--- src/range_sel_consts.svh ---
// Constants for the mains range selector: timing counts and reset values
`ifndef RANGE_SEL_CONSTS_SVH
`define RANGE_SEL_CONSTS_SVH

`define CLK_HZ 25000000
`define STARTUP_DELAY_MS 250
`define STARTUP_CYCLES ((`CLK_HZ / 1000) * `STARTUP_DELAY_MS)
`define FILTER_US 200
`define FILTER_CYCLES (((`CLK_HZ / 1000000) * `FILTER_US) + 1)
`define GATE_PERIOD_NS 23000
`define GATE_PERIOD_CYCLES (`GATE_PERIOD_NS / 40)
`define GATE_DUTY_PCT 10
`define GATE_ON_CYCLES ((`GATE_PERIOD_CYCLES * `GATE_DUTY_PCT) / 100)
`define VALIDATE_PERIODS 8
`define TRIAC_RESET 1'b0

`endif

--- src/range_sel_pkg.sv ---
// Types shared by the mains range selector modules
package range_sel_pkg;
  typedef enum logic [4:0] {
    ST_STARTUP = 5'h01,
    ST_BRIDGE = 5'h02,
    ST_VALIDATE = 5'h04,
    ST_DOUBLER = 5'h08,
    ST_LOCKED = 5'h10
  } range_state_type;
endpackage

--- src/sense_if.sv ---
// Filtered mains sense indications passed from the input filter
`timescale 1ns/100ps
interface sense_if;
  logic above_upper;
  logic below_lower;
  logic period_tick;
  modport filt (output above_upper, output below_lower, output period_tick);
  modport ctrl (input above_upper, input below_lower, input period_tick);
endinterface

--- src/mains_range_selector.sv ---
// Top of the automatic mains range selector: range control and gate drive
`timescale 1ns/100ps
`include "range_sel_consts.svh"

// Operation in short: after reset the block waits a fixed start-up
// time in bridge range with the triac off. In failsafe mode it then
// stays in bridge range until the next reset. In reactive mode a
// filtered low-range indication starts a validation count of mains
// periods; only when the low range holds for the whole count does
// the block enter doubler range and pulse the triac gate. A filtered
// high-range indication drops the gate at once and returns to bridge.
// All comparator and zero-cross inputs pass through the filter first,
// so every decision below works on clean, synchronous levels and a
// single tick per mains period.

// Function
// - Failsafe mode locks bridge range until reset.
// - Reactive mode follows sensed range both ways.
// - Rise to high range stops gate promptly.
// - Fall confirmed over 8 periods first.
// - After reset, 8 low periods before doubler.
// - Start in bridge, wait 250 ms.
// - Leave above upper; low below upper minus hysteresis.
// - Two separated thresholds avoid small-swing toggling.
// - Triac on in doubler, off in bridge.
// - Count mains periods, works 50/60 Hz.
// - Gate drive is 10 percent pulse train.
// - Filter out excursions under 200 us.
module mains_range_selector
  import range_sel_pkg::*;
#(
  parameter int STARTUP_CYCLES = `STARTUP_CYCLES,
  parameter int FILTER_CYCLES = `FILTER_CYCLES,
  parameter int GATE_PERIOD = `GATE_PERIOD_CYCLES,
  parameter int GATE_ON = `GATE_ON_CYCLES,
  parameter int VALIDATE_PERIODS = `VALIDATE_PERIODS
) (
  input wire logic CLK,
  input wire logic RESET,
  input wire logic ABOVE_UPPER,
  input wire logic BELOW_LOWER,
  input wire logic ZERO_CROSS,
  input wire logic MODE_REACTIVE,
  output logic TRIAC_GATE,
  output logic DOUBLER_ACTIVE
);
  localparam int SW = $clog2(STARTUP_CYCLES + 1);
  localparam int GW = $clog2(GATE_PERIOD + 1);
  localparam int VW = $clog2(VALIDATE_PERIODS + 1);

  // Counters must be able to reach their terminal counts; the gate
  // pulse needs at least one low cycle or the triac would see a level
  if (STARTUP_CYCLES < 1) begin : g_bad_startup
    $error("STARTUP_CYCLES must be positive");
  end
  if (VALIDATE_PERIODS < 1) begin : g_bad_validate
    $error("VALIDATE_PERIODS must be positive");
  end
  if (GATE_ON < 1) begin : g_bad_gate_on
    $error("GATE_ON must be at least 1");
  end
  if (GATE_ON >= GATE_PERIOD) begin : g_bad_gate_period
    $error("GATE_ON must stay below GATE_PERIOD");
  end

  // Filtered indications; the control logic never sees a raw pin, so
  // a spike shorter than the filter window cannot move the range
  sense_if sense ();

  sense_filter #(
    .FILTER_CYCLES(FILTER_CYCLES)
  ) u_filter (
    .clk(CLK),
    .reset(RESET),
    .above_raw(ABOVE_UPPER),
    .below_raw(BELOW_LOWER),
    .zero_raw(ZERO_CROSS),
    .sense(sense.filt)
  );

  // Range state with its start-up and validation counters
  range_state_type state;
  range_state_type next_state;
  logic [SW-1:0] start_cnt;
  logic [SW-1:0] next_start_cnt;
  logic [VW-1:0] period_cnt;
  logic [VW-1:0] next_period_cnt;
  // Position inside the gate pulse period
  logic [GW-1:0] gate_cnt;
  logic [GW-1:0] next_gate_cnt;
  // Mode strap as captured after reset
  logic mode_reactive;
  logic next_mode_reactive;
  logic mode_caught;
  logic next_mode_caught;
  // Gate request and next registered gate level
  logic triac_on;
  logic next_gate;

  // Mode pin is taken once after reset release, so a floating change
  // later cannot unlock the failsafe latch. The cost is that a board
  // which changes the strap needs a reset before the new mode applies.
  always_comb begin
    next_mode_caught = 1'b1;
    next_mode_reactive = mode_reactive;
    if (!mode_caught) begin
      next_mode_reactive = MODE_REACTIVE;
    end
  end

  // Mode capture registers
  always_ff @(posedge CLK) begin
    if (RESET) begin
      mode_reactive <= 1'b0;
      mode_caught <= 1'b0;
    end else begin
      mode_reactive <= next_mode_reactive;
      mode_caught <= next_mode_caught;
    end
  end

  // Range decision; only the upper flag ends doubler and only the
  // lower (hysteresis) flag starts validation, so small swings between
  // the two thresholds change nothing.
  always_comb begin
    next_state = state;
    next_start_cnt = start_cnt;
    next_period_cnt = period_cnt;
    case (state)
      ST_STARTUP: begin
        // Fixed delay lets the supply settle before any range change
        if (start_cnt == SW'(STARTUP_CYCLES - 1)) begin
          next_state = ST_BRIDGE;
        end else begin
          next_start_cnt = start_cnt + SW'(1);
        end
      end
      ST_BRIDGE: begin
        // Failsafe locks here; reactive mode looks for the low range
        next_period_cnt = '0;
        if (!mode_reactive) begin
          next_state = ST_LOCKED;
        end else if (sense.below_lower && !sense.above_upper) begin
          next_state = ST_VALIDATE;
        end
      end
      ST_VALIDATE: begin
        // Any return of the high range or loss of the low flag
        // restarts validation from zero periods
        if (sense.above_upper || !sense.below_lower) begin
          next_state = ST_BRIDGE;
          next_period_cnt = '0;
        end else if (sense.period_tick) begin
          if (period_cnt == VW'(VALIDATE_PERIODS - 1)) begin
            next_state = ST_DOUBLER;
          end else begin
            next_period_cnt = period_cnt + VW'(1);
          end
        end
      end
      ST_DOUBLER: begin
        // Only the upper flag ends doubler; the band below it holds
        if (sense.above_upper) begin
          next_state = ST_BRIDGE;
        end
      end
      ST_LOCKED: begin
        // Left only through reset
        next_state = ST_LOCKED;
      end
      default: begin
        // An illegal code falls back to the safe start
        next_state = ST_STARTUP;
      end
    endcase
  end

  always_ff @(posedge CLK) begin
    if (RESET) begin
      state <= ST_STARTUP;
      start_cnt <= '0;
      period_cnt <= '0;
    end else begin
      state <= next_state;
      start_cnt <= next_start_cnt;
      period_cnt <= next_period_cnt;
    end
  end

  // Pulse train cuts gate power; counter parked while triac is off.
  // The request also drops on the filtered upper flag itself, so the
  // gate stops on the same clock edge as the state register leaves doubler.
  // Each new doubler spell starts with a full high pulse because the
  // counter always restarts from zero.
  assign triac_on = (state == ST_DOUBLER) && !sense.above_upper;
  always_comb begin
    next_gate_cnt = '0;
    next_gate = `TRIAC_RESET;
    if (triac_on) begin
      next_gate = (gate_cnt < GW'(GATE_ON));
      if (gate_cnt != GW'(GATE_PERIOD - 1)) begin
        next_gate_cnt = gate_cnt + GW'(1);
      end
    end
  end

  // Gate registers; outputs come straight from flops, free of glitches
  always_ff @(posedge CLK) begin
    if (RESET) begin
      gate_cnt <= '0;
      TRIAC_GATE <= `TRIAC_RESET;
      DOUBLER_ACTIVE <= 1'b0;
    end else begin
      gate_cnt <= next_gate_cnt;
      TRIAC_GATE <= next_gate;
      DOUBLER_ACTIVE <= triac_on;
    end
  end
endmodule

--- src/sense_filter.sv ---
// Synchroniser and spike filter for the comparator and zero-cross inputs
`timescale 1ns/100ps
`include "range_sel_consts.svh"
module sense_filter
  import range_sel_pkg::*;
#(
  parameter int FILTER_CYCLES = `FILTER_CYCLES
) (
  input wire logic clk,
  input wire logic reset,
  input wire logic above_raw,
  input wire logic below_raw,
  input wire logic zero_raw,
  sense_if.filt sense
);
  localparam int CW = $clog2(FILTER_CYCLES + 1);
  // A window of one cycle would pass every spike straight through
  if (FILTER_CYCLES < 2) begin : g_bad_filter
    $error("FILTER_CYCLES must be at least 2");
  end

  logic [2:0] meta;
  logic [2:0] sync;
  logic [2:0] stable;
  logic [2:0] next_stable;
  logic [CW-1:0] cnt [3];
  logic [CW-1:0] next_cnt [3];
  logic zero_prev;
  logic next_tick;

  // Per input: a new level must hold for the full window before it counts
  genvar i;
  generate
    for (i = 0; i < 3; i++) begin : g_filt
      always_comb begin
        next_stable[i] = stable[i];
        next_cnt[i] = '0;
        if (sync[i] != stable[i]) begin
          if (cnt[i] == CW'(FILTER_CYCLES - 1)) begin
            next_stable[i] = sync[i];
          end else begin
            next_cnt[i] = cnt[i] + CW'(1);
          end
        end
      end
      always_ff @(posedge clk) begin
        if (reset) begin
          cnt[i] <= '0;
        end else begin
          cnt[i] <= next_cnt[i];
        end
      end
    end
  endgenerate

  // Rising edge of filtered zero-cross gives one tick per mains period
  always_comb begin
    next_tick = stable[2] & ~zero_prev;
  end

  // Two-flop synchroniser, filter state and tick register
  always_ff @(posedge clk) begin
    if (reset) begin
      meta <= 3'h0;
      sync <= 3'h0;
      stable <= 3'h0;
      zero_prev <= 1'b0;
      sense.period_tick <= 1'b0;
    end else begin
      meta <= {zero_raw, below_raw, above_raw};
      sync <= meta;
      stable <= next_stable;
      zero_prev <= stable[2];
      sense.period_tick <= next_tick;
    end
  end

  assign sense.above_upper = stable[0];
  assign sense.below_lower = stable[1];
endmodule

--- config.mk ---
export PLATFORM = sky130hd
export DESIGN_NAME = mains_range_selector
export DESIGN_NICKNAME = d
export VERILOG_FILES = /design/src/range_sel_pkg.sv /design/src/sense_if.sv /design/src/mains_range_selector.sv /design/src/sense_filter.sv
export VERILOG_INCLUDE_DIRS = /design/src /design/src/src
export SDC_FILE = /design/constraint.sdc
export NUM_CORES = 1
export LEC_CHECK = 0
export BUFFER_PORTS_ARGS = -buffer_cell sky130_fd_sc_hd__buf_4
export CAP_MARGIN = 25
export CORE_AREA = 4 4 103 124
export CTS_CLUSTER_SIZE = 10
export DETAILED_ROUTE_END_ITERATION = 8
export DIE_AREA = 0 0 107 128
export SETUP_SLACK_MARGIN = 0.3
export SLEW_MARGIN = 0
export SYNTH_ARGS = -nofsm -noshare
export SYNTH_HDL_FRONTEND = slang
export SYNTH_HIERARCHICAL = 1
export SYNTH_SLANG_ARGS = --single-unit
--- constraint.sdc ---
create_clock -name CLK -period 2.6 [get_ports CLK]
set_input_delay 0 -clock CLK [delete_from_list [all_inputs] [get_ports CLK]]
set_output_delay 0 -clock CLK [all_outputs]
set_load 0.05 [all_outputs]
# Yosys cells after proc, flatten, opt, wreduce, memory -nomap -nowiden
# Memory sizes are Yosys's and may differ from the RTL's.
# Index checks and enable logic that the tools add are counted.
[totals]
register_bits = 57
mem_bits_rw = 39
input_bits = 6
out_inout_bits = 2
word_cells = 89
mem_count = 1
[memory_table]
columns = ["name", "depth", "word_bits", "read_ports", "rd_clocked_by_memory_dff", "wr", "line", "text"]
rows = [
  ["u_filter.cnt", 3, 13, 3, 0, 3, "sense_filter.sv:26", "logic [CW-1:0] cnt [3];"],
]
[op_classes]
addsub = 6
n_lt_le_gt_ge = 1
eq_ne = 20
muxes = 24
bitwise_logic = 8
reduce_logical = 14
[ops]
columns = ["operator", "n"]
rows = [
  ["$mux 13", 9],
  ["$add 13x1->13 const B", 3],
  ["$eq 13x13->1 const B", 3],
  ["$mux 5", 7],
  ["$pmux 5 s5", 1],
  ["$add 23x1->23 const B", 1],
  ["$eq 23x23->1 const B", 1],
  ["$mux 4", 3],
  ["$add 10x1->10 const B", 1],
  ["$lt 10x6->1 const B", 1],
  ["$ne 10x10->1 const B", 1],
  ["$ne 3x3->1 const B", 3],
  ["$pmux 4 s2", 1],
  ["$reduce_and 2->1", 4],
  ["$eq 5x1->1 const B", 1],
  ["$eq 5x2->1 const B", 1],
  ["$eq 5x3->1 const B", 1],
  ["$eq 5x4->1 const B", 1],
  ["$eq 5x5->1 const B", 1],
  ["$reduce_and 5->1", 1],
  ["$add 4x1->4 const B", 1],
  ["$eq 4x3->1 const B", 1],
  ["$not 1->1", 4],
  ["$mux 1", 3],
  ["13 further kinds", 19],
]

# Logic depth before layout (Yosys ltp)
# Gate-level depths: netlist of run 1.
[depth]
ltp_word = 5
mapped_depth = 7
ltp_nobuf = 6

# By module
# Netlist of run 1, hierarchy kept.
[by_module_without_submodules]
columns = ["mod", "instances", "cells_each", "area_per_inst_um2", "seq_area_each_um2"]
rows = [
  ["mains_range_selector", 1, 281, 2459.9, 920.9],
  ["sense_filter", 1, 229, 2095.8, 1001.0],
]

# Worst setup path before layout of run 1
# Ideal clock, no wire load.
[synth_timing]
kind = "register to register"
startpoint = "reg state[4]"
endpoint = "reg start_cnt[20]"
arrival_ps = 1697
t_required_ps = 2479
setup_slack_ps = 782
path_stages_with_launch = 7
n_path_buf = 2
cell_sequence = "dfxtp_1 buf_2 nor3b_2 nand4_1 buf_2 nor4_2 mux2_2"
[synth_via]
elab_chain_len = 2
[synth_lines]
columns = ["item", "line", "text"]
rows = [
  ["start, declared", "mains_range_selector.sv:82", "range_state_type state;"],
  ["start signal, assigned", "mains_range_selector.sv:184", "state <= next_state;"],
  ["$eq 5x1->1", "mains_range_selector.sv:129", "case (state)"],
  ["$reduce_and 2->1 (no source line)", "--", ""],
  ["end signal, assigned", "mains_range_selector.sv:185", "start_cnt <= next_start_cnt;"],
  ["end, declared", "mains_range_selector.sv:84", "logic [SW-1:0] start_cnt;"],
]
# Every way passes these cells.
# A chain may end at the register's enable or synchronous reset.

# Worst setup path in the final report of run 1
[layout_timing]
startpoint = "reg state[0]"
endpoint = "reg start_cnt[21]"
# Same word-level chain as after synthesis.

==> out/results.ini, run 1 <==
[yosys]
synth.area.top_cells=dfxtp_1, nor2_1, xnor2_1
synth_top_cell_area_share=0.422
synth-edff-count=0
syn_nets=527
ys_top_cells_by_count=dfxtp_1, nor2_1, xnor2_1
synth.distinct_cells=57
yosysTopAreaCell=dfxtp_1
netlist_instances=510
ys_seq_area_frac=0.422
ys_ff_latch=96
synth.avg_cell_area_um2=8.93
synthArstFlopShare=0
ys.flop_type=dfxtp_1
yosysMostFrequentCell=dfxtp_1
syn_area_mm2=0.00456
yosysWarnings=6

[floorplanning]
core_area_mm2=0.0115
rows=43
io_pins=8
die_area_mm2=0.0137
die_w_um=107
die_h_um=128
start_util=0.396

[setup_path]
cp.depth=5
worst_path_max_delay_cell=dfxtp_1
worstPathMaxFanout=16
startpoint_type=register
crit_family=simple AND/OR/NAND/NOR gates
critPathKind=register to register
end_kind=register
cp_slowest_stage_delay_ps=530
rr_worst_depth=5
cp.required_ps=2820
cp_num_buf_inv=1
cp_data_arrival_time_ps=2220
path_cells=nor3b_2, nand4_1, buf_4, nor4_1, mux2_2

[global_routing]
first_global_vias=3203
grt_pass1_wl_um=14200
antenna_found_initial=0
grt_max_degree=60
grt_overflow=0
grtUsageTotal=0.125

[worst_hold_path]
worstHoldPathType=input port to register
hold_depth=2

[pwr]
power.density_mw_per_mm2=575
total_power_mw=2.90
power_leakage_nw=1.65
irDropWorstVdd_mv=0.369

[sta]
post-route-period-util=0.767
rsz0062_at_grt=no
skew_ps=5.65
max_freq_mhz=502
slew_violations=0
tns_ps=0
worstMarginPinSlew_ps=614
period_needed_ps=1990
hold_viol=0
max-slew-margin-rel=0.591
setup-violations-final=0

[layout]
nNetsFinal=534
diodes=0
drive_gt1_frac=0.0862
syn_to_final_growth_pct=10.8
fillCellCount=1174

[clock_network]
post_cts_buffers=0
clkLatencyLatePin_ps=330
hold_buffers=4
clock-sinks=96
cts_resized=0
htree_levels=3
cts_buffers=9
cts_root_buffer=clkbuf_16
clock_path_buffers=2
cts_tree=yes
cts.reportedPaths.clkPinSlew_ps=60

[route]
vias_per_cell=5.04
drt_iter0_markers=124
wl_um=7940
drt_pass1_iterations=4
routedWlPerCell_um=11.7
vias=3422
drcViolationCount=0
drtAntennaViolNets=0

[run_status]
status=completed

[placement]
io_buffers=7
dp_hpwl_um=5520
routabilityCongestion=0.799

[run]
maxCapViolations=0

## cell usage in the layout (no fill, tap or decap), types with 7 or more instances in the layout
master	n
dfxtp_1	96
nor2_1	80
xnor2_1	30
nand2_1	26
nand3_1	25
inv_1	24
nor2b_1	22
xor2_1	17
nand4_1	15
nor3_1	14
a21oi_1	13
ha_1	11
nor4_1	10
o21ai_0	10
or4_1	9
clkbuf_16	9
buf_4	9
or3_1	7
and3_1	7
## flip-flops by register name, summed over array words and instances, names as in the netlist, 3 cells and up
name,flops
u_filter/cnt,39
start_cnt,23
gate_cnt,10
state,5
period_cnt,4
u_filter/meta,3
u_filter/stable,3
u_filter/sync,3
## kinds of logic after synthesis
logic type | count (synthesis) | synth area share
AO/OA/AOI/OAI | 47 | 0.0706
XOR/XNOR | 47 | 0.0904
buffers and inverters | 41 | 0.0409
adder cells (fa/ha/maj) | 11 | 0.0302
AND/OR/NAND/NOR | 250 | 0.303
multiplexers | 18 | 0.0428
flip-flops | 96 | 0.422
## routing by layer
metal,GRT usage,share of wire,up-vias
met2,0.214,0.49,22
li1,-,-,1800
met1,0.149,0.47,1592
met3,0.0332,0.023,8
met4,0.0482,0.018,0
met5,0,0,-
## stage by stage
stage | area [um2] | utilization | hold WS [ps] | std cells | worst slack [ps]
2_1_floorplan | 4560 | - | 128 | 510 | 782
3_3_place_gp | 4720 | 0.410 | 213 | 659 | 665
3_5_place_dp | 4720 | 0.410 | 214 | 659 | 651
4_1_cts | 5050 | 0.438 | 138 | 679 | 609
5_1_grt | 5050 | 0.438 | 177 | 679 | 458
6_report | 5050 | 0.438 | 135 | 679 | 607
## worst paths after layout
| path | slack, ps | startpoint | endpoint |
|---|---|---|---|
| worst max register to register | 610 | state[0]$_SDFFE_PP1P_ | start_cnt[21]$_SDFFE_PP0P_ |
| worst min register to register | 380 | u_filter/zero_prev$_SDFF_PP0_ | u_filter/sense.period_tick$_SDFF_PP0_ |
| worst max-delay path | 610 | state[0]$_SDFFE_PP1P_ | start_cnt[21]$_SDFFE_PP0P_ |
| worst min-delay path | 130 | RESET | u_filter/stable[1]$_SDFFE_PP0P_ |
## final cells by class
| class | count | area (um2) | share of cell area |
|---|---|---|---|
| flip-flops and latches | 96 | 1920 | 0.381 |
| clock buffers | 13 | 240 | 0.0476 |
| repair buffers | 13 | 108 | 0.0213 |
| multi-input cells | 373 | 2450 | 0.485 |
| inverters | 24 | 90.1 | 0.0179 |
| clock inverters | 3 | 42.5 | 0.00843 |
| well taps | 157 | 196 | 0.0389 |
## worst reg2reg max path, cell delays in order (launching register included)
cell     delay, ps
dfxtp_1        530
nor3b_2        330
nand4_1        120
buf_4          200
nor4_1         320
mux2_2         370
## power by group
| part | total, mW | internal [mW] | switching [mW] |
|---|---|---|---|
| clock network | 1.26 | 0.745 | 0.517 |
| logic | 0.120 | 0.0547 | 0.0650 |
| registers | 1.52 | 1.49 | 0.0260 |
(Power assumes the default switching activity.)
==> run 2: changes to the inputs <==
--- a/config.mk
+++ b/config.mk
@@ -6,12 +6,13 @@
 export SDC_FILE = /design/constraint.sdc
 export NUM_CORES = 1
 export LEC_CHECK = 0
+export ABC_AREA = 1
 export BUFFER_PORTS_ARGS = -buffer_cell sky130_fd_sc_hd__buf_4
 export CAP_MARGIN = 25
-export CORE_AREA = 4 4 103 124
+export CORE_AREA = 4 4 109 132
 export CTS_CLUSTER_SIZE = 10
 export DETAILED_ROUTE_END_ITERATION = 8
-export DIE_AREA = 0 0 107 128
+export DIE_AREA = 0 0 113 136
 export SETUP_SLACK_MARGIN = 0.3
 export SLEW_MARGIN = 0
 export SYNTH_ARGS = -nofsm -noshare
==> constraint.sdc (replaced) <==
create_clock -name CLK -period 1.6 [get_ports CLK]
set_input_delay 0 -clock CLK [delete_from_list [all_inputs] [get_ports CLK]]
set_output_delay 0 -clock CLK [all_outputs]
set_load 0.05 [all_outputs]
==> out/results.ini, run 2 <==
[route]
vias=4778  ; +40%
routedWlPerCell_um=11.9  ; +1.8%
drt_pass1_iterations=4  ; unchanged
vias_per_cell=4.70  ; -6.8%
drt_iter0_markers=184  ; +48%
drcViolationCount=0  ; unchanged
drtAntennaViolNets=0  ; unchanged
wl_um=12100  ; +52%

[global_routing]
grtUsageTotal=0.159  ; +0.0337
grt_pass1_wl_um=20200  ; +42%
antenna_found_initial=0  ; unchanged
first_global_vias=4573  ; +43%
grt_max_degree=25  ; -58%
grt_overflow=0  ; unchanged

[setup_path]
rr_worst_depth=8  ; +3
critPathKind=register to register
cp.required_ps=1820  ; -1000 ps
reg2reg_slack_ps=120  ; -490 ps
cp_slowest_stage_delay_ps=370  ; -160 ps
end_kind=register
startpoint_type=register
worst_path_max_delay_cell=dfxtp_4
worstPathMaxFanout=6  ; -10
path_cells=nor2_2, nand2_1, nor2_4, nand2_4, buf_12, clkbuf_16, nand2_2, a21oi_2
cp_data_arrival_time_ps=1710  ; -510 ps

[clock_network]
cts_tree=yes
clock_path_buffers=2  ; unchanged
clkLatencyLatePin_ps=340  ; about the same
cts_buffers=9  ; unchanged
cts.reportedPaths.clkPinSlew_ps=70  ; about the same
htree_levels=3  ; unchanged
cts_root_buffer=clkbuf_16
clock-sinks=96  ; unchanged

[worst_hold_path]
worstHoldPathType=register to register
hold_depth=1  ; -1

[sta]
worstMarginPinSlew_ps=422  ; -192 ps
hold_viol=0  ; unchanged
max_freq_mhz=675  ; +34%
slew_violations=0  ; unchanged
skew_ps=7.49  ; +1.84 ps
rsz0062_at_grt=yes
hold_ws_ps=392  ; +257 ps
period_needed_ps=1480  ; -511 ps
max-slew-margin-rel=0.718  ; +0.128
setup-violations-final=0  ; unchanged
post-route-period-util=0.927  ; +0.160
layout_setup_ws_ps=117  ; -489 ps
tns_ps=0  ; unchanged

[floorplanning]
core_area_mm2=0.0131  ; +13%
rows=46  ; +7.0%
die_w_um=113  ; +5.6%
start_util=0.393  ; -0.00255
io_pins=8  ; unchanged
die_area_mm2=0.0154  ; +12%
die_h_um=136  ; +6.3%

[yosys]
ys_ff_latch=96  ; unchanged
synth.distinct_cells=34  ; -40%
syn_nets=789  ; +50%
syn_area_mm2=0.00514  ; +13%
netlist_instances=772  ; +51%
ys.flop_type=dfxtp_1
yosysMostFrequentCell=nand2_1
synth.avg_cell_area_um2=6.65  ; -26%
synth-edff-count=0  ; unchanged
synthArstFlopShare=0  ; unchanged
synth.area.top_cells=dfxtp_1, nand2_1, nor2_1
ys_top_cells_by_count=nand2_1, nor2_1, inv_1
synth_top_cell_area_share=0.374  ; -0.0477
ys_seq_area_frac=0.374  ; -0.0477
yosysTopAreaCell=dfxtp_1
yosysWarnings=6  ; unchanged

[pwr]
power_leakage_nw=2.38  ; +45%
total_power_mw=8.00  ; +180%
power.density_mw_per_mm2=1190  ; +110%
irDropWorstVdd_mv=1.28  ; +250%

[layout]
final_common_cell=nand2_1
top_regs=u_filter/cnt (39), start_cnt (23), gate_cnt (10)
nNetsFinal=861  ; +61%
largest_register_ffs=39  ; unchanged
mostFrequentLayoutCells=nand2_1, nor2_1, inv_1
syn_to_final_growth_pct=31.3
diodes=0  ; unchanged
regMostFlops=u_filter/cnt
postLayoutCoreUtil=0.516  ; +0.0778
drive_gt1_frac=0.304  ; +0.218

[placement]
dp_hpwl_um=7900  ; +43%
io_buffers=7  ; unchanged
routabilityCongestion=0.872  ; +9.1%
place_ws_ps=61.9  ; -589 ps

[run]
maxCapViolations=0  ; unchanged

[run_status]
status=completed

run 2: changes by cell type in the layout (fill, tap and decap cells not counted), sizes merged, moves of 10 or more:
| cell | before | now |
|---|---|---|
| or3 | 11 | 0 |
| or4 | 10 | 0 |
| nor2 | 80 | 151 |
| mux2 | 12 | 0 |
| a21oi | 14 | 50 |
| nor2b | 22 | 0 |
| buf | 9 | 65 |
| inv | 24 | 105 |
| nor4 | 15 | 0 |
| xnor2 | 30 | 9 |
| nand3 | 25 | 53 |
| nand2 | 26 | 220 |
run 2: path summary, 6_finish.rpt:
kind,from,end
max,state[2]$_SDFFE_PP0P_,start_cnt[10]$_SDFFE_PP0P_
min,u_filter/zero_prev$_SDFF_PP0_,u_filter/sense.period_tick$_SDFF_PP0_
max reg2reg,state[2]$_SDFFE_PP0P_,start_cnt[10]$_SDFFE_PP0P_
min reg2reg,u_filter/zero_prev$_SDFF_PP0_,u_filter/sense.period_tick$_SDFF_PP0_
run 2: critical path: cells and delay by family, from the launching register on:
family                 cells  cell delay [ps]
AND/OR/NAND/NOR            5              630
flip-flops                 1              370
AO/OA/AOI/OAI              1               40
buffers and inverters      2              310
run 2: final cells by class:
type                    instances  area [um2]
repair inverters                1        7.51
clock inverters                 7        90.1
multi-input cells             560        3140
flip-flops and latches         96        1970
inverters                     104         404
fillers                      1243        6320
repair buffers                 72         697
clock buffers                   9         225
well taps                     168         210
run 2: where the power goes:
part	internal (mW)	switching [mW]	leakage, nW
Sequential	2.52	0.124	0.790
Clock	1.25	1.01	0.147
Combinational	1.47	1.62	1.44
run 2: routing by layer:
| layer | vias to the layer above | wire (um) | GRT usage |
|---|---|---|---|
| met5 | - | 0 | 0 |
| met2 | 52 | 6010 | 0.277 |
| met4 | 0 | 272 | 0.0574 |
| met3 | 23 | 289 | 0.0267 |
| li1 | 2538 | - | - |
| met1 | 2165 | 5530 | 0.196 |
run 2: cell families after synthesis:
family / share of synthesized area
AO/OA/AOI/OAI: 0.0850
XOR/XNOR: 0.0460
adder cells (fa/ha/maj): 0.0268
buffers and inverters: 0.0965
flip-flops: 0.374
AND/OR/NAND/NOR: 0.372
run 2: repair_timing:
item / CTS / global route
hold buffers: 5 / 0
endpoints found under the hold margin: 9 / 0
gates resized for setup: 66 / 101
pin swaps: 20 / 33
setup endpoints to repair: 78 / 84
gates cloned: 5 / 2
setup buffers: 17 / 5
run 2: per-stage QoR:
| step | cell area, um2 | std cells |
|---|---|---|
| CTS | 6350 | 1010 |
| global placement | 5620 | 967 |
| detailed placement | 5620 | 967 |
| global route | 6740 | 1017 |
| finish | 6740 | 1017 |
| floorplan | 5210 | 772 |
